$ cat src/core/scs_params.svh
// Offsets, field positions and timing constants of the channel status block
`ifndef SCS_PARAMS_SVH
`define SCS_PARAMS_SVH

// Register offsets (byte addresses)
`define SCS_ADDR_W 8
`define SCS_ADDR_STATUS 8'h04
`define SCS_ADDR_DATA 8'h08

// Latched bits of the status word, cleared by writing one
`define SCS_W1C_MASK 32'hC02F_FF00

// Status field positions
`define SCS_B_RX_AF_LAT 31
`define SCS_B_TX_AE_LAT 30
`define SCS_B_TC_MSB 29
`define SCS_B_TC_LSB 24
`define SCS_B_IRQ_ACT 23
`define SCS_B_PLEN_VALID 22
`define SCS_B_PURGE_ERR 21
`define SCS_B_LINK_RUN 20
`define SCS_B_RD_DMA_ERR 19
`define SCS_B_WR_DMA_ERR 18
`define SCS_B_RD_DMA_DONE 17
`define SCS_B_WR_DMA_DONE 16
`define SCS_B_TICK 15
`define SCS_B_PKT_RX 14
`define SCS_B_RX_ERR 13
`define SCS_B_OVERFLOW 12
`define SCS_B_CREDIT 11
`define SCS_B_ESCAPE 10
`define SCS_B_DISCONNECT 9
`define SCS_B_PARITY 8
`define SCS_B_RX_VALID 7
`define SCS_B_RX_FULL 6
`define SCS_B_RX_AF 5
`define SCS_B_RX_EMPTY 4
`define SCS_B_PKT_OVER 3
`define SCS_B_TX_FULL 2
`define SCS_B_TX_AE 1
`define SCS_B_TX_EMPTY 0

// Receive holding latches ahead of the host read
`define SCS_HOLD_DEPTH 4
`define SCS_HOLD_CW 3

// Timing
`define SCS_CLK_MHZ 250
`define SCS_DISC_NS 850
`define SCS_DISC_CYC ((`SCS_DISC_NS * `SCS_CLK_MHZ + 999) / 1000)
`define SCS_DISC_W 8
`define SCS_PURGE_US 30
`define SCS_PURGE_CYC (`SCS_PURGE_US * `SCS_CLK_MHZ)

`endif

$ cat src/core/scs_pkg.sv
// Shared types of the channel status block
`default_nettype none
package scs_pkg;

  // Purge window tracker
  typedef enum logic [0:0] {
    SCS_PURGE_IDLE = 1'b0,
    SCS_PURGE_WAIT = 1'b1
  } scs_purge_e;

  // Channel interrupt enables, held in the control register elsewhere
  typedef struct packed {
    logic master;
    logic force_irq;
    logic tx_almost_empty;
    logic rx_almost_full;
    logic rx_error;
    logic pkt_received;
    logic tick_received;
    logic packet_count_over_irq_enable;
  } scs_irq_en_s;

endpackage
`default_nettype wire

$ cat src/core/scs_stream_if.sv
// Valid/ready word stream between the block's own modules
`default_nettype none
interface scs_stream_if #(parameter int W = 32) ();
  logic valid;
  logic ready;
  logic [W-1:0] data;
  modport src (output valid, output data, input ready);
  modport snk (input valid, input data, output ready);
endinterface
`default_nettype wire

$ cat src/core/scs_fifo.sv
// Synchronous word FIFO with valid/ready on both sides
`default_nettype none
module scs_fifo #(
  parameter int W = 32,
  parameter int DEPTH = 16
) (
  input wire logic sys_clk,
  input wire logic rst,
  scs_stream_if.snk wr,
  scs_stream_if.src rd,
  output logic [$clog2(DEPTH+1)-1:0] count
);
  import scs_pkg::*;
  localparam int AW = $clog2(DEPTH);
  localparam int CW = $clog2(DEPTH+1);

  typedef struct packed {
    logic [DEPTH-1:0][W-1:0] mem;
    logic [AW-1:0] wptr;
    logic [AW-1:0] rptr;
    logic [CW-1:0] cnt;
  } scs_fifo_s;

  scs_fifo_s s;
  scs_fifo_s next_s;
  logic push;
  logic pop;

  // Full and empty come straight from the stored count
  assign wr.ready = (s.cnt != CW'(DEPTH));
  assign rd.valid = (s.cnt != '0);
  assign rd.data = s.mem[s.rptr];
  assign count = s.cnt;
  assign push = wr.valid && wr.ready;
  assign pop = rd.valid && rd.ready;

  // Pointers wrap at DEPTH so odd depths also work
  always_comb begin
    next_s = s;
    if (push) begin
      next_s.mem[s.wptr] = wr.data;
      next_s.wptr = (s.wptr == AW'(DEPTH-1)) ? '0 : s.wptr + 1'b1;
    end
    if (pop) begin
      next_s.rptr = (s.rptr == AW'(DEPTH-1)) ? '0 : s.rptr + 1'b1;
    end
    next_s.cnt = s.cnt + CW'(push) - CW'(pop);
  end

  always_ff @(posedge sys_clk or posedge rst) begin
    if (rst) begin
      s <= '0;
    end else begin
      s <= next_s;
    end
  end
endmodule
`default_nettype wire

$ cat src/core/scs_chan_status.sv
// Channel status register, data port and receive/transmit word buffering
// Contract
// - Latch receive almost-full when word count exceeds its level; write one clears.
// - Latch transmit almost-empty when count drops below its level; write one clears.
// - Show last time-code in six bits; valid only when stored plus one.
// - A time-code equal to the stored one is ignored entirely.
// - Other codes are stored without tick; next plus-one code resynchronises.
// - Interrupt active shows any enabled non-DMA condition.
// - Packet-length valid while at least one length is available.
// - After link error allow 30 us purge; else latch purge error.
// - Link established exactly while link is in run state.
// - Latch read and write DMA errors separately; write one clears.
// - Latch read and write DMA list complete separately; write one clears.
// - Latch tick received and packet received; write one clears.
// - Latch receive-error summary on any of five errors.
// - Latch overflow on write into full data or length FIFO.
// - Latch credit, escape and parity errors; write one clears.
// - Latch disconnect when data and strobe stay still 850 ns.
// - Prefetch up to four words; data valid while any word held.
// - Receive full while the receive FIFO has no room.
// - Receive almost-full when count reaches level; empty from FIFO only.
// - Packet-count-over flag while length count exceeds threshold; interrupt if enabled.
// - Transmit full/empty from FIFO; almost-empty from whole-chain count.
// - Data port pushes writes, pops reads; empty repeats, full discards.
`include "scs_params.svh"
`default_nettype none
module scs_chan_status #(
  parameter int DEPTH = 16,
  parameter int LVL_W = 16,
  parameter int PURGE_CYCLES = `SCS_PURGE_CYC
) (
  input wire logic sys_clk,
  input wire logic rst,
  input wire logic [`SCS_ADDR_W-1:0] reg_addr,
  input wire logic reg_wr,
  input wire logic reg_rd,
  input wire logic [31:0] reg_wdata,
  output logic [31:0] reg_rdata,
  input wire logic rx_in_valid,
  input wire logic [31:0] rx_in_data,
  output logic rx_in_ready,
  output logic tx_out_valid,
  output logic [31:0] tx_out_data,
  input wire logic tx_out_ready,
  input wire logic [LVL_W-1:0] tx_upstream_count,
  input wire logic rx_pktlen_wr_full,
  input wire logic [LVL_W-1:0] rx_pktlen_count,
  input wire logic [LVL_W-1:0] pkt_count_threshold,
  input wire logic [LVL_W-1:0] rx_almost_full_level_reg,
  input wire logic [LVL_W-1:0] tx_almost_empty_level_reg,
  input wire scs_pkg::scs_irq_en_s irq_en,
  input wire logic link_run,
  input wire logic link_error,
  input wire logic tx_pkt_open,
  input wire logic tx_purge_done,
  input wire logic tc_strobe,
  input wire logic [5:0] tc_value,
  input wire logic pkt_received,
  input wire logic credit_err,
  input wire logic escape_err,
  input wire logic parity_err,
  input wire logic data_line,
  input wire logic strobe_line,
  input wire logic rd_dma_err,
  input wire logic wr_dma_err,
  input wire logic rd_dma_done,
  input wire logic wr_dma_done
);
  import scs_pkg::*;
  localparam int CW = $clog2(DEPTH+1);
  localparam int PW = $clog2(PURGE_CYCLES+1);
  localparam int HD = `SCS_HOLD_DEPTH;
  localparam int HCW = `SCS_HOLD_CW;

  typedef struct packed {
    logic [31:0] lat;
    logic [5:0] tc;
    logic [HD-1:0][31:0] hold;
    logic [HCW-1:0] hold_cnt;
    logic [31:0] last_word;
    logic [31:0] rdata;
    scs_purge_e purge_st;
    logic [PW-1:0] purge_cnt;
    logic [`SCS_DISC_W-1:0] disc_cnt;
    logic data_q;
    logic strobe_q;
  } scs_state_s;

  scs_state_s s;
  scs_state_s next_s;

  scs_stream_if #(.W(32)) rxq_w ();
  scs_stream_if #(.W(32)) rxq_r ();
  scs_stream_if #(.W(32)) txq_w ();
  scs_stream_if #(.W(32)) txq_r ();
  logic [CW-1:0] rx_fifo_cnt;
  logic [CW-1:0] tx_fifo_cnt;

  // Receive words from the link land here ahead of the holding latches
  scs_fifo #(.W(32), .DEPTH(DEPTH)) u_rx_fifo (
    .sys_clk(sys_clk),
    .rst(rst),
    .wr(rxq_w),
    .rd(rxq_r),
    .count(rx_fifo_cnt)
  );

  // Host words wait here for the transmitter
  scs_fifo #(.W(32), .DEPTH(DEPTH)) u_tx_fifo (
    .sys_clk(sys_clk),
    .rst(rst),
    .wr(txq_w),
    .rd(txq_r),
    .count(tx_fifo_cnt)
  );

  logic wr_status;
  logic rd_status;
  logic wr_data;
  logic rd_data;
  logic pop_hold;
  logic [HCW-1:0] cnt_after_pop;
  logic [LVL_W:0] rx_cnt;
  logic [LVL_W:0] tx_total;
  logic rx_af_live;
  logic tx_ae_live;
  logic pkt_over;
  logic line_activity;
  logic disc_det;
  logic purge_timeout;
  logic tick;
  logic overflow;
  logic irq_active;
  logic [31:0] set_bits;
  logic [31:0] clr_bits;
  logic [31:0] status;

  // Register decode on the two mapped offsets; anything else reads zero
  assign wr_status = reg_wr && (reg_addr == `SCS_ADDR_STATUS);
  assign rd_status = reg_rd && (reg_addr == `SCS_ADDR_STATUS);
  assign wr_data = reg_wr && (reg_addr == `SCS_ADDR_DATA);
  assign rd_data = reg_rd && (reg_addr == `SCS_ADDR_DATA);

  assign txq_w.valid = wr_data;
  assign txq_w.data = reg_wdata;
  assign tx_out_valid = txq_r.valid;
  assign tx_out_data = txq_r.data;
  assign txq_r.ready = tx_out_ready;
  assign rxq_w.valid = rx_in_valid;
  assign rxq_w.data = rx_in_data;
  assign rx_in_ready = rxq_w.ready;

  assign pop_hold = rd_data && (s.hold_cnt != '0);
  assign cnt_after_pop = pop_hold ? s.hold_cnt - 1'b1 : s.hold_cnt;
  assign rxq_r.ready = (cnt_after_pop != HCW'(HD));

  // Word counts include the latches and, for transmit, the upstream chain
  assign rx_cnt = (LVL_W+1)'(rx_fifo_cnt) + (LVL_W+1)'(s.hold_cnt);
  assign tx_total = (LVL_W+1)'(tx_fifo_cnt) + (LVL_W+1)'(tx_upstream_count);
  assign rx_af_live = rx_cnt >= {1'b0, rx_almost_full_level_reg};
  assign tx_ae_live = tx_total < {1'b0, tx_almost_empty_level_reg};
  assign pkt_over = rx_pktlen_count > pkt_count_threshold;
  // write attempt into a full FIFO
  assign overflow = (rx_in_valid && !rxq_w.ready) || rx_pktlen_wr_full;

  // plus-one code is a valid tick
  assign tick = tc_strobe && (tc_value == s.tc + 6'h01);

  assign line_activity = (data_line != s.data_q) || (strobe_line != s.strobe_q);
  assign disc_det = link_run && !line_activity
    && (s.disc_cnt == `SCS_DISC_W'(`SCS_DISC_CYC - 1));

  // window ran out before the purge finished
  assign purge_timeout = (s.purge_st == SCS_PURGE_WAIT) && !tx_purge_done
    && (s.purge_cnt == PW'(PURGE_CYCLES - 1));

  assign irq_active = irq_en.master && (irq_en.force_irq
    || (irq_en.tx_almost_empty && tx_ae_live)
    || (irq_en.rx_almost_full && rx_af_live)
    || (irq_en.rx_error && s.lat[`SCS_B_RX_ERR])
    || (irq_en.pkt_received && s.lat[`SCS_B_PKT_RX])
    || (irq_en.tick_received && s.lat[`SCS_B_TICK])
    || (irq_en.packet_count_over_irq_enable && pkt_over));

  // Events that raise latched bits this cycle
  always_comb begin
    set_bits = '0;
    set_bits[`SCS_B_RX_AF_LAT] = rx_cnt > {1'b0, rx_almost_full_level_reg};
    set_bits[`SCS_B_TX_AE_LAT] = tx_ae_live;
    set_bits[`SCS_B_PURGE_ERR] = purge_timeout;
    set_bits[`SCS_B_RD_DMA_ERR] = rd_dma_err;
    set_bits[`SCS_B_WR_DMA_ERR] = wr_dma_err;
    set_bits[`SCS_B_RD_DMA_DONE] = rd_dma_done;
    set_bits[`SCS_B_WR_DMA_DONE] = wr_dma_done;
    set_bits[`SCS_B_TICK] = tick;
    set_bits[`SCS_B_PKT_RX] = pkt_received;
    set_bits[`SCS_B_RX_ERR] = overflow || credit_err || escape_err || disc_det || parity_err;
    set_bits[`SCS_B_OVERFLOW] = overflow;
    set_bits[`SCS_B_CREDIT] = credit_err;
    set_bits[`SCS_B_ESCAPE] = escape_err;
    set_bits[`SCS_B_DISCONNECT] = disc_det;
    set_bits[`SCS_B_PARITY] = parity_err;
  end

  // only ones on latched bits clear
  assign clr_bits = wr_status ? (reg_wdata & `SCS_W1C_MASK) : '0;

  // Status word as software sees it
  always_comb begin
    status = s.lat & `SCS_W1C_MASK;
    status[`SCS_B_TC_MSB:`SCS_B_TC_LSB] = s.tc;
    status[`SCS_B_IRQ_ACT] = irq_active;
    status[`SCS_B_PLEN_VALID] = (rx_pktlen_count != '0);
    status[`SCS_B_LINK_RUN] = link_run;
    status[`SCS_B_RX_VALID] = (s.hold_cnt != '0);
    status[`SCS_B_RX_FULL] = !rxq_w.ready;
    status[`SCS_B_RX_AF] = rx_af_live;
    status[`SCS_B_RX_EMPTY] = !rxq_r.valid;
    status[`SCS_B_PKT_OVER] = pkt_over;
    status[`SCS_B_TX_FULL] = !txq_w.ready;
    status[`SCS_B_TX_AE] = tx_ae_live;
    status[`SCS_B_TX_EMPTY] = !txq_r.valid;
  end

  // Next state of the whole block
  always_comb begin
    next_s = s;
    // Set wins over a clear in the same cycle, so no event is lost
    next_s.lat = ((s.lat & ~clr_bits) | set_bits) & `SCS_W1C_MASK;
    if (tc_strobe && (tc_value != s.tc)) begin
      next_s.tc = tc_value;
    end
    // Holding latches shift toward the read end
    if (pop_hold) begin
      for (int i = 0; i < HD - 1; i++) begin
        next_s.hold[i] = s.hold[i + 1];
      end
      next_s.last_word = s.hold[0];
    end
    next_s.hold_cnt = cnt_after_pop;
    if (rxq_r.valid && rxq_r.ready) begin
      next_s.hold[cnt_after_pop[HCW-2:0]] = rxq_r.data;
      next_s.hold_cnt = cnt_after_pop + 1'b1;
    end
    if (rd_data) begin
      next_s.rdata = (s.hold_cnt != '0) ? s.hold[0] : s.last_word;
    end else if (rd_status) begin
      next_s.rdata = status;
    end else if (reg_rd) begin
      next_s.rdata = '0;
    end
    next_s.data_q = data_line;
    next_s.strobe_q = strobe_line;
    if (!link_run || line_activity) begin
      next_s.disc_cnt = '0;
    end else if (s.disc_cnt != `SCS_DISC_W'(`SCS_DISC_CYC)) begin
      next_s.disc_cnt = s.disc_cnt + 1'b1;
    end
    case (s.purge_st)
      SCS_PURGE_IDLE: begin
        next_s.purge_cnt = '0;
        if (link_error && tx_pkt_open) begin
          next_s.purge_st = SCS_PURGE_WAIT;
        end
      end
      SCS_PURGE_WAIT: begin
        next_s.purge_cnt = s.purge_cnt + 1'b1;
        if (tx_purge_done || purge_timeout) begin
          next_s.purge_st = SCS_PURGE_IDLE;
        end
      end
      default: begin
        next_s.purge_st = SCS_PURGE_IDLE;
      end
    endcase
  end

  always_ff @(posedge sys_clk or posedge rst) begin
    if (rst) begin
      s <= '0;
    end else begin
      s <= next_s;
    end
  end

  assign reg_rdata = s.rdata;

  a_tick_valid: assert property (@(posedge sys_clk) disable iff (rst)
    tc_strobe && (tc_value == s.tc + 6'h01) |=> s.lat[`SCS_B_TICK] && (s.tc == $past(tc_value)))
    else $error("valid time-code did not store and tick");
  a_tc_duplicate: assert property (@(posedge sys_clk) disable iff (rst)
    tc_strobe && (tc_value == s.tc) && !wr_status |=> $stable(s.tc) && $stable(s.lat[`SCS_B_TICK]))
    else $error("duplicate time-code changed state");
  a_tc_resync: assert property (@(posedge sys_clk) disable iff (rst)
    tc_strobe && (tc_value != s.tc) && (tc_value != s.tc + 6'h01) && !s.lat[`SCS_B_TICK]
    |=> !s.lat[`SCS_B_TICK] && (s.tc == $past(tc_value)))
    else $error("out-of-sequence code mishandled");
  a_zero_write: assert property (@(posedge sys_clk) disable iff (rst)
    wr_status && (reg_wdata == '0) |=> (($past(s.lat) & ~s.lat) == '0))
    else $error("zero write cleared a latched bit");
  a_w1c_clear: assert property (@(posedge sys_clk) disable iff (rst)
    wr_status && reg_wdata[`SCS_B_PKT_RX] && !pkt_received |=> !s.lat[`SCS_B_PKT_RX])
    else $error("packet received bit did not clear");
  a_disc_latch: assert property (@(posedge sys_clk) disable iff (rst)
    link_run && !line_activity && (s.disc_cnt == `SCS_DISC_W'(`SCS_DISC_CYC - 1))
    |=> s.lat[`SCS_B_DISCONNECT] && s.lat[`SCS_B_RX_ERR])
    else $error("disconnect not latched after idle time");
  a_purge_error: assert property (@(posedge sys_clk) disable iff (rst)
    (s.purge_st == SCS_PURGE_WAIT) && (s.purge_cnt == PW'(PURGE_CYCLES - 1)) && !tx_purge_done
    |=> s.lat[`SCS_B_PURGE_ERR] && (s.purge_st == SCS_PURGE_IDLE))
    else $error("purge window expiry not latched");
  a_hold_read: assert property (@(posedge sys_clk) disable iff (rst)
    rd_data && (s.hold_cnt != '0) |=> (reg_rdata == $past(s.hold[0])))
    else $error("data port did not return held word");
  a_empty_read: assert property (@(posedge sys_clk) disable iff (rst)
    rd_data && (s.hold_cnt == '0) |=> (reg_rdata == $past(s.last_word)))
    else $error("empty read did not repeat last word");
  a_link_bit: assert property (@(posedge sys_clk) disable iff (rst)
    rd_status |=> (reg_rdata[`SCS_B_LINK_RUN] == $past(link_run)))
    else $error("link established bit wrong");
  a_rx_af_latch: assert property (@(posedge sys_clk) disable iff (rst)
    (rx_cnt > {1'b0, rx_almost_full_level_reg}) |=> s.lat[`SCS_B_RX_AF_LAT])
    else $error("receive almost-full not latched");
  a_overflow: assert property (@(posedge sys_clk) disable iff (rst)
    rx_in_valid && !rx_in_ready |=> s.lat[`SCS_B_OVERFLOW])
    else $error("overflow not latched");
endmodule
`default_nettype wire

$ cat config.mk
export PLATFORM = sky130hd
export DESIGN_NAME = scs_chan_status
export DESIGN_NICKNAME = d
export VERILOG_FILES = /design/src/core/scs_pkg.sv /design/src/core/scs_stream_if.sv /design/src/core/scs_fifo.sv /design/src/core/scs_chan_status.sv
export VERILOG_INCLUDE_DIRS = /design/src /design/src/core
export SDC_FILE = /design/constraint.sdc
export NUM_CORES = 2
export LEC_CHECK = 0
export BUFFER_PORTS_ARGS = -buffer_cell sky130_fd_sc_hd__buf_2
export CORE_MARGIN = 2
export CORE_UTILIZATION = 47
export DETAILED_ROUTE_END_ITERATION = 16
export SYNTH_ARGS = -nofsm -noshare
export SYNTH_HDL_FRONTEND = slang
export SYNTH_HIERARCHICAL = 1
export SYNTH_SLANG_ARGS = --single-unit
$ cat constraint.sdc
create_clock -name sys_clk -period 38.4 [get_ports sys_clk]
set_input_delay 1.92 -clock sys_clk [delete_from_list [all_inputs] [get_ports sys_clk]]
set_output_delay 1.92 -clock sys_clk [all_outputs]
set_load 0.05 [all_outputs]
==> impl_metrics.tcl <==
set metrics [dict create \
    via_count 36600 \
    cts_setup_buffers 0 \
    ctsRootBufferMaster "clkbuf_16" \
    syn_area_mm2 0.0614 \
    hold_buffers 0 \
    slew_violations 0 \
    hpwl_um 86700 \
    grt_max_degree 159 \
    crit_slowest_cell "nor2b_4" \
    max-vdd-ir-drop_mv 0.0585 \
    layout_common_cells "1283 x dfrtp_1, 931 x mux2_2, 356 x mux2i_1" \
    synth_nets 4685 \
    timing.slew.headroom_pct 25.1 \
    highest_layer "met5" \
    htreeDepth 4 \
    wl_met2_um 73200 \
    wl_met1_um 67300 \
    outcome "finished, final reports clean" \
    first_iter_violations 2361 \
    ys.flop_type "dfrtp_1" \
    yosysWarningCount 6 \
    design_area_mm2 0.0680 \
    fmax_mhz 163 \
    nets 4765 \
    finalCritPeriodShare_pct 16.0 \
    fin_util_pct 52.4 \
    cpPeakStageDelay_ns 0.73 \
    die_height_um 365 \
    die_w_um 365 \
    drt-pass1-iter-count 8 \
    power_mw 4.95 \
    grt-ovfl-total 0 \
    io_buffers 253 \
    clockBufferDepth 3 \
    drive_above_1_share_pct 37.9 \
    gp_congestion 0.801 \
    grt_usage_pct 23.0 \
    synth.top_cell.area_share_pct 52.6 \
    wl_um 153000 \
    routed_via_density 5.76 \
    num_io_pins 254 \
    crit_buf_inv 3 \
    clkTransAtPathRegs_ns 0.06 \
    tightestPinTransition_ns 1.12 \
    tns_ns 0 \
    fillers 11000 \
    path_class "reg2out" \
    crit_chain "buf_4, nor2b_4, buf_4, a221oi_1, o21ai_0, nand2_1, buf_2" \
    leakage_nw 32.2 \
    grt_pass1_vias 37300 \
    crit_required_ns 36.48 \
    path_delay_family "buffers and inverters" \
    grt_pass1_wl_um 233000 \
    synth.area.top_cells "dfrtp_1 53%, mux2_2 17%, mux2i_1 5.8%" \
    ctsResizeCount 0 \
    wl_met3_um 8310 \
    cts.sinks 1290 \
    synth_seq_area_share_pct 52.6 \
    powerDensity_mw_per_mm2 72.8 \
    rrSetupSlack_ns 33.72 \
    ys_async_sr_fraction_pct 100 \
    rsz0062_at_grt "false" \
    drv_cap 0 \
    syn-mean-instance-area_um2 13.9 \
    fin_skew_ns 0.0199 \
    fin_crit_ns 6.13 \
    rows 132 \
    drc 0 \
    ys_ff_latch 1290 \
    syn_inst 4415 \
    holdWs_ns 0.468 \
    ant_nets 0 \
    numCtsBuffers 142 \
    path_common_cell "buf_4" \
    hp-class "reg2reg" \
    synth_edf_count 0 \
    worstSkewPairLatency_ns 0.78 \
    path_max_fanout 42 \
    place_area_mm2 0.0631 \
    area_growth_pct 10.8 \
    synth_area_leader_cell "dfrtp_1" \
    dieArea_mm2 0.134 \
    synth_cell_types 83 \
    final_common_cell "dfrtp_1" \
    antenna_found_initial 25 \
    start_kind "register" \
    core_mm2 0.130 \
    detail_route.wl_per_cell_um 24.1 \
    end_kind "output pin" \
    cp.arrival_ns 4.21 \
    hold_viol 0 \
    initial_core_util_pct 47.3 \
    setup_viol 0 \
    cts_tree "done" \
]
## final cells by class
cell class	instances	area [µm²]	share of cell area, %
flip-flops and latches	1290	32300	47.5
well taps	1742	2180	3.21
inverters	88	355	0.523
clock buffers	208	4340	6.38
repair buffers	310	1740	2.57
multi-input cells	2663	26500	38.9
clock inverters	43	584	0.859
diodes	6	15.0	0.0221
## metal layers
layer	GRT usage, %	vias up
met3	4.66	240
met4	6.73	20
met1	30.9	19200
met5	0	-
li1	-	16400
met2	37.9	739
## worst reg2reg max path, delay by kind of cell (launching register included)
family	cells	cell delay (ns)
simple gates	6	1.26
buf+inv	4	0.54
fa+ha+maj	5	1.42
flops	1	0.43
compound gates	2	0.25
xor+xnor	2	0.72
## cells by family after synthesis
logic type / synth area share (%)
and+or+nand+nor: 3.75
adders and majority gates: 1.72
buffers and inverters: 4.38
muxes: 31.1
DFF: 52.6
AOI/OAI and AO/OA: 5.69
xor gates and xnor gates: 0.756
## flip-flops by register name, summed over array words and instances (netlist names)
signal / cells
u_rx_fifo/s: 520
u_tx_fifo/s: 520
s: 208
reg_rdata: 32
u_rx_fifo/count: 5
u_tx_fifo/count: 5
## power breakdown
| group | total [mW] | leakage [nW] | internal [mW] | switching, mW |
|---|---|---|---|---|
| clock network | 1.42 | 2.43 | 0.868 | 0.551 |
| logic | 1.62 | 12.8 | 0.707 | 0.910 |
| registers | 1.92 | 16.9 | 1.70 | 0.220 |
## cells in the mapped netlist (all sizes together) (5+ instances only)
| cell | number |
|---|---|
| mux4 | 128 |
| clkbuf | 117 |
| nor2b | 8 |
| and2 | 19 |
| dfrtp | 1290 |
| a22oi | 68 |
| o21ai | 181 |
| nor2 | 31 |
| nand2 | 268 |
| mux2i | 356 |
| nor3 | 5 |
| a221oi | 129 |
| buf | 257 |
| mux2 | 1097 |
| a222oi | 23 |
| xor2 | 17 |
| and3 | 13 |
| a21oi | 34 |
| nand4 | 16 |
| inv | 88 |
| nand3 | 50 |
| nor4 | 7 |
| ha | 78 |
| a221o | 7 |
| a21o | 18 |
| xnor2 | 36 |
## worst paths after layout
| path | end | from | cells after the start |
|---|---|---|---|
| worst max register to register | u_rx_fifo/count[4]$_DFF_PP0_ | s[89]$_DFF_PP0_ | 19 |
| worst max-delay path | tx_out_data[17] | u_tx_fifo/s[7]$_DFFE_PP0P_ | 7 |
| worst min-delay path | s[10]$_DFF_PP0_ | s[10]$_DFF_PP0_ | 1 |
| max in group asynchronous | u_tx_fifo/s[88]$_DFFE_PP0P_ | rst | 5 |
| min in group asynchronous | u_rx_fifo/s[386]$_DFFE_PP0P_ | rst | 2 |
| worst min register to register | s[10]$_DFF_PP0_ | s[10]$_DFF_PP0_ | 1 |
## stage by stage
step / std cells / worst slack [ns]
2_1_floorplan: 4415 / 21.81
3_3_place_gp: 6093 / 31.98
3_5_place_dp: 6093 / 31.86
4_1_cts: 6344 / 32.24
5_1_grt: 6345 / 32.15
6_report: 6350 / 32.27
Power figures use the tool's default switching activity.
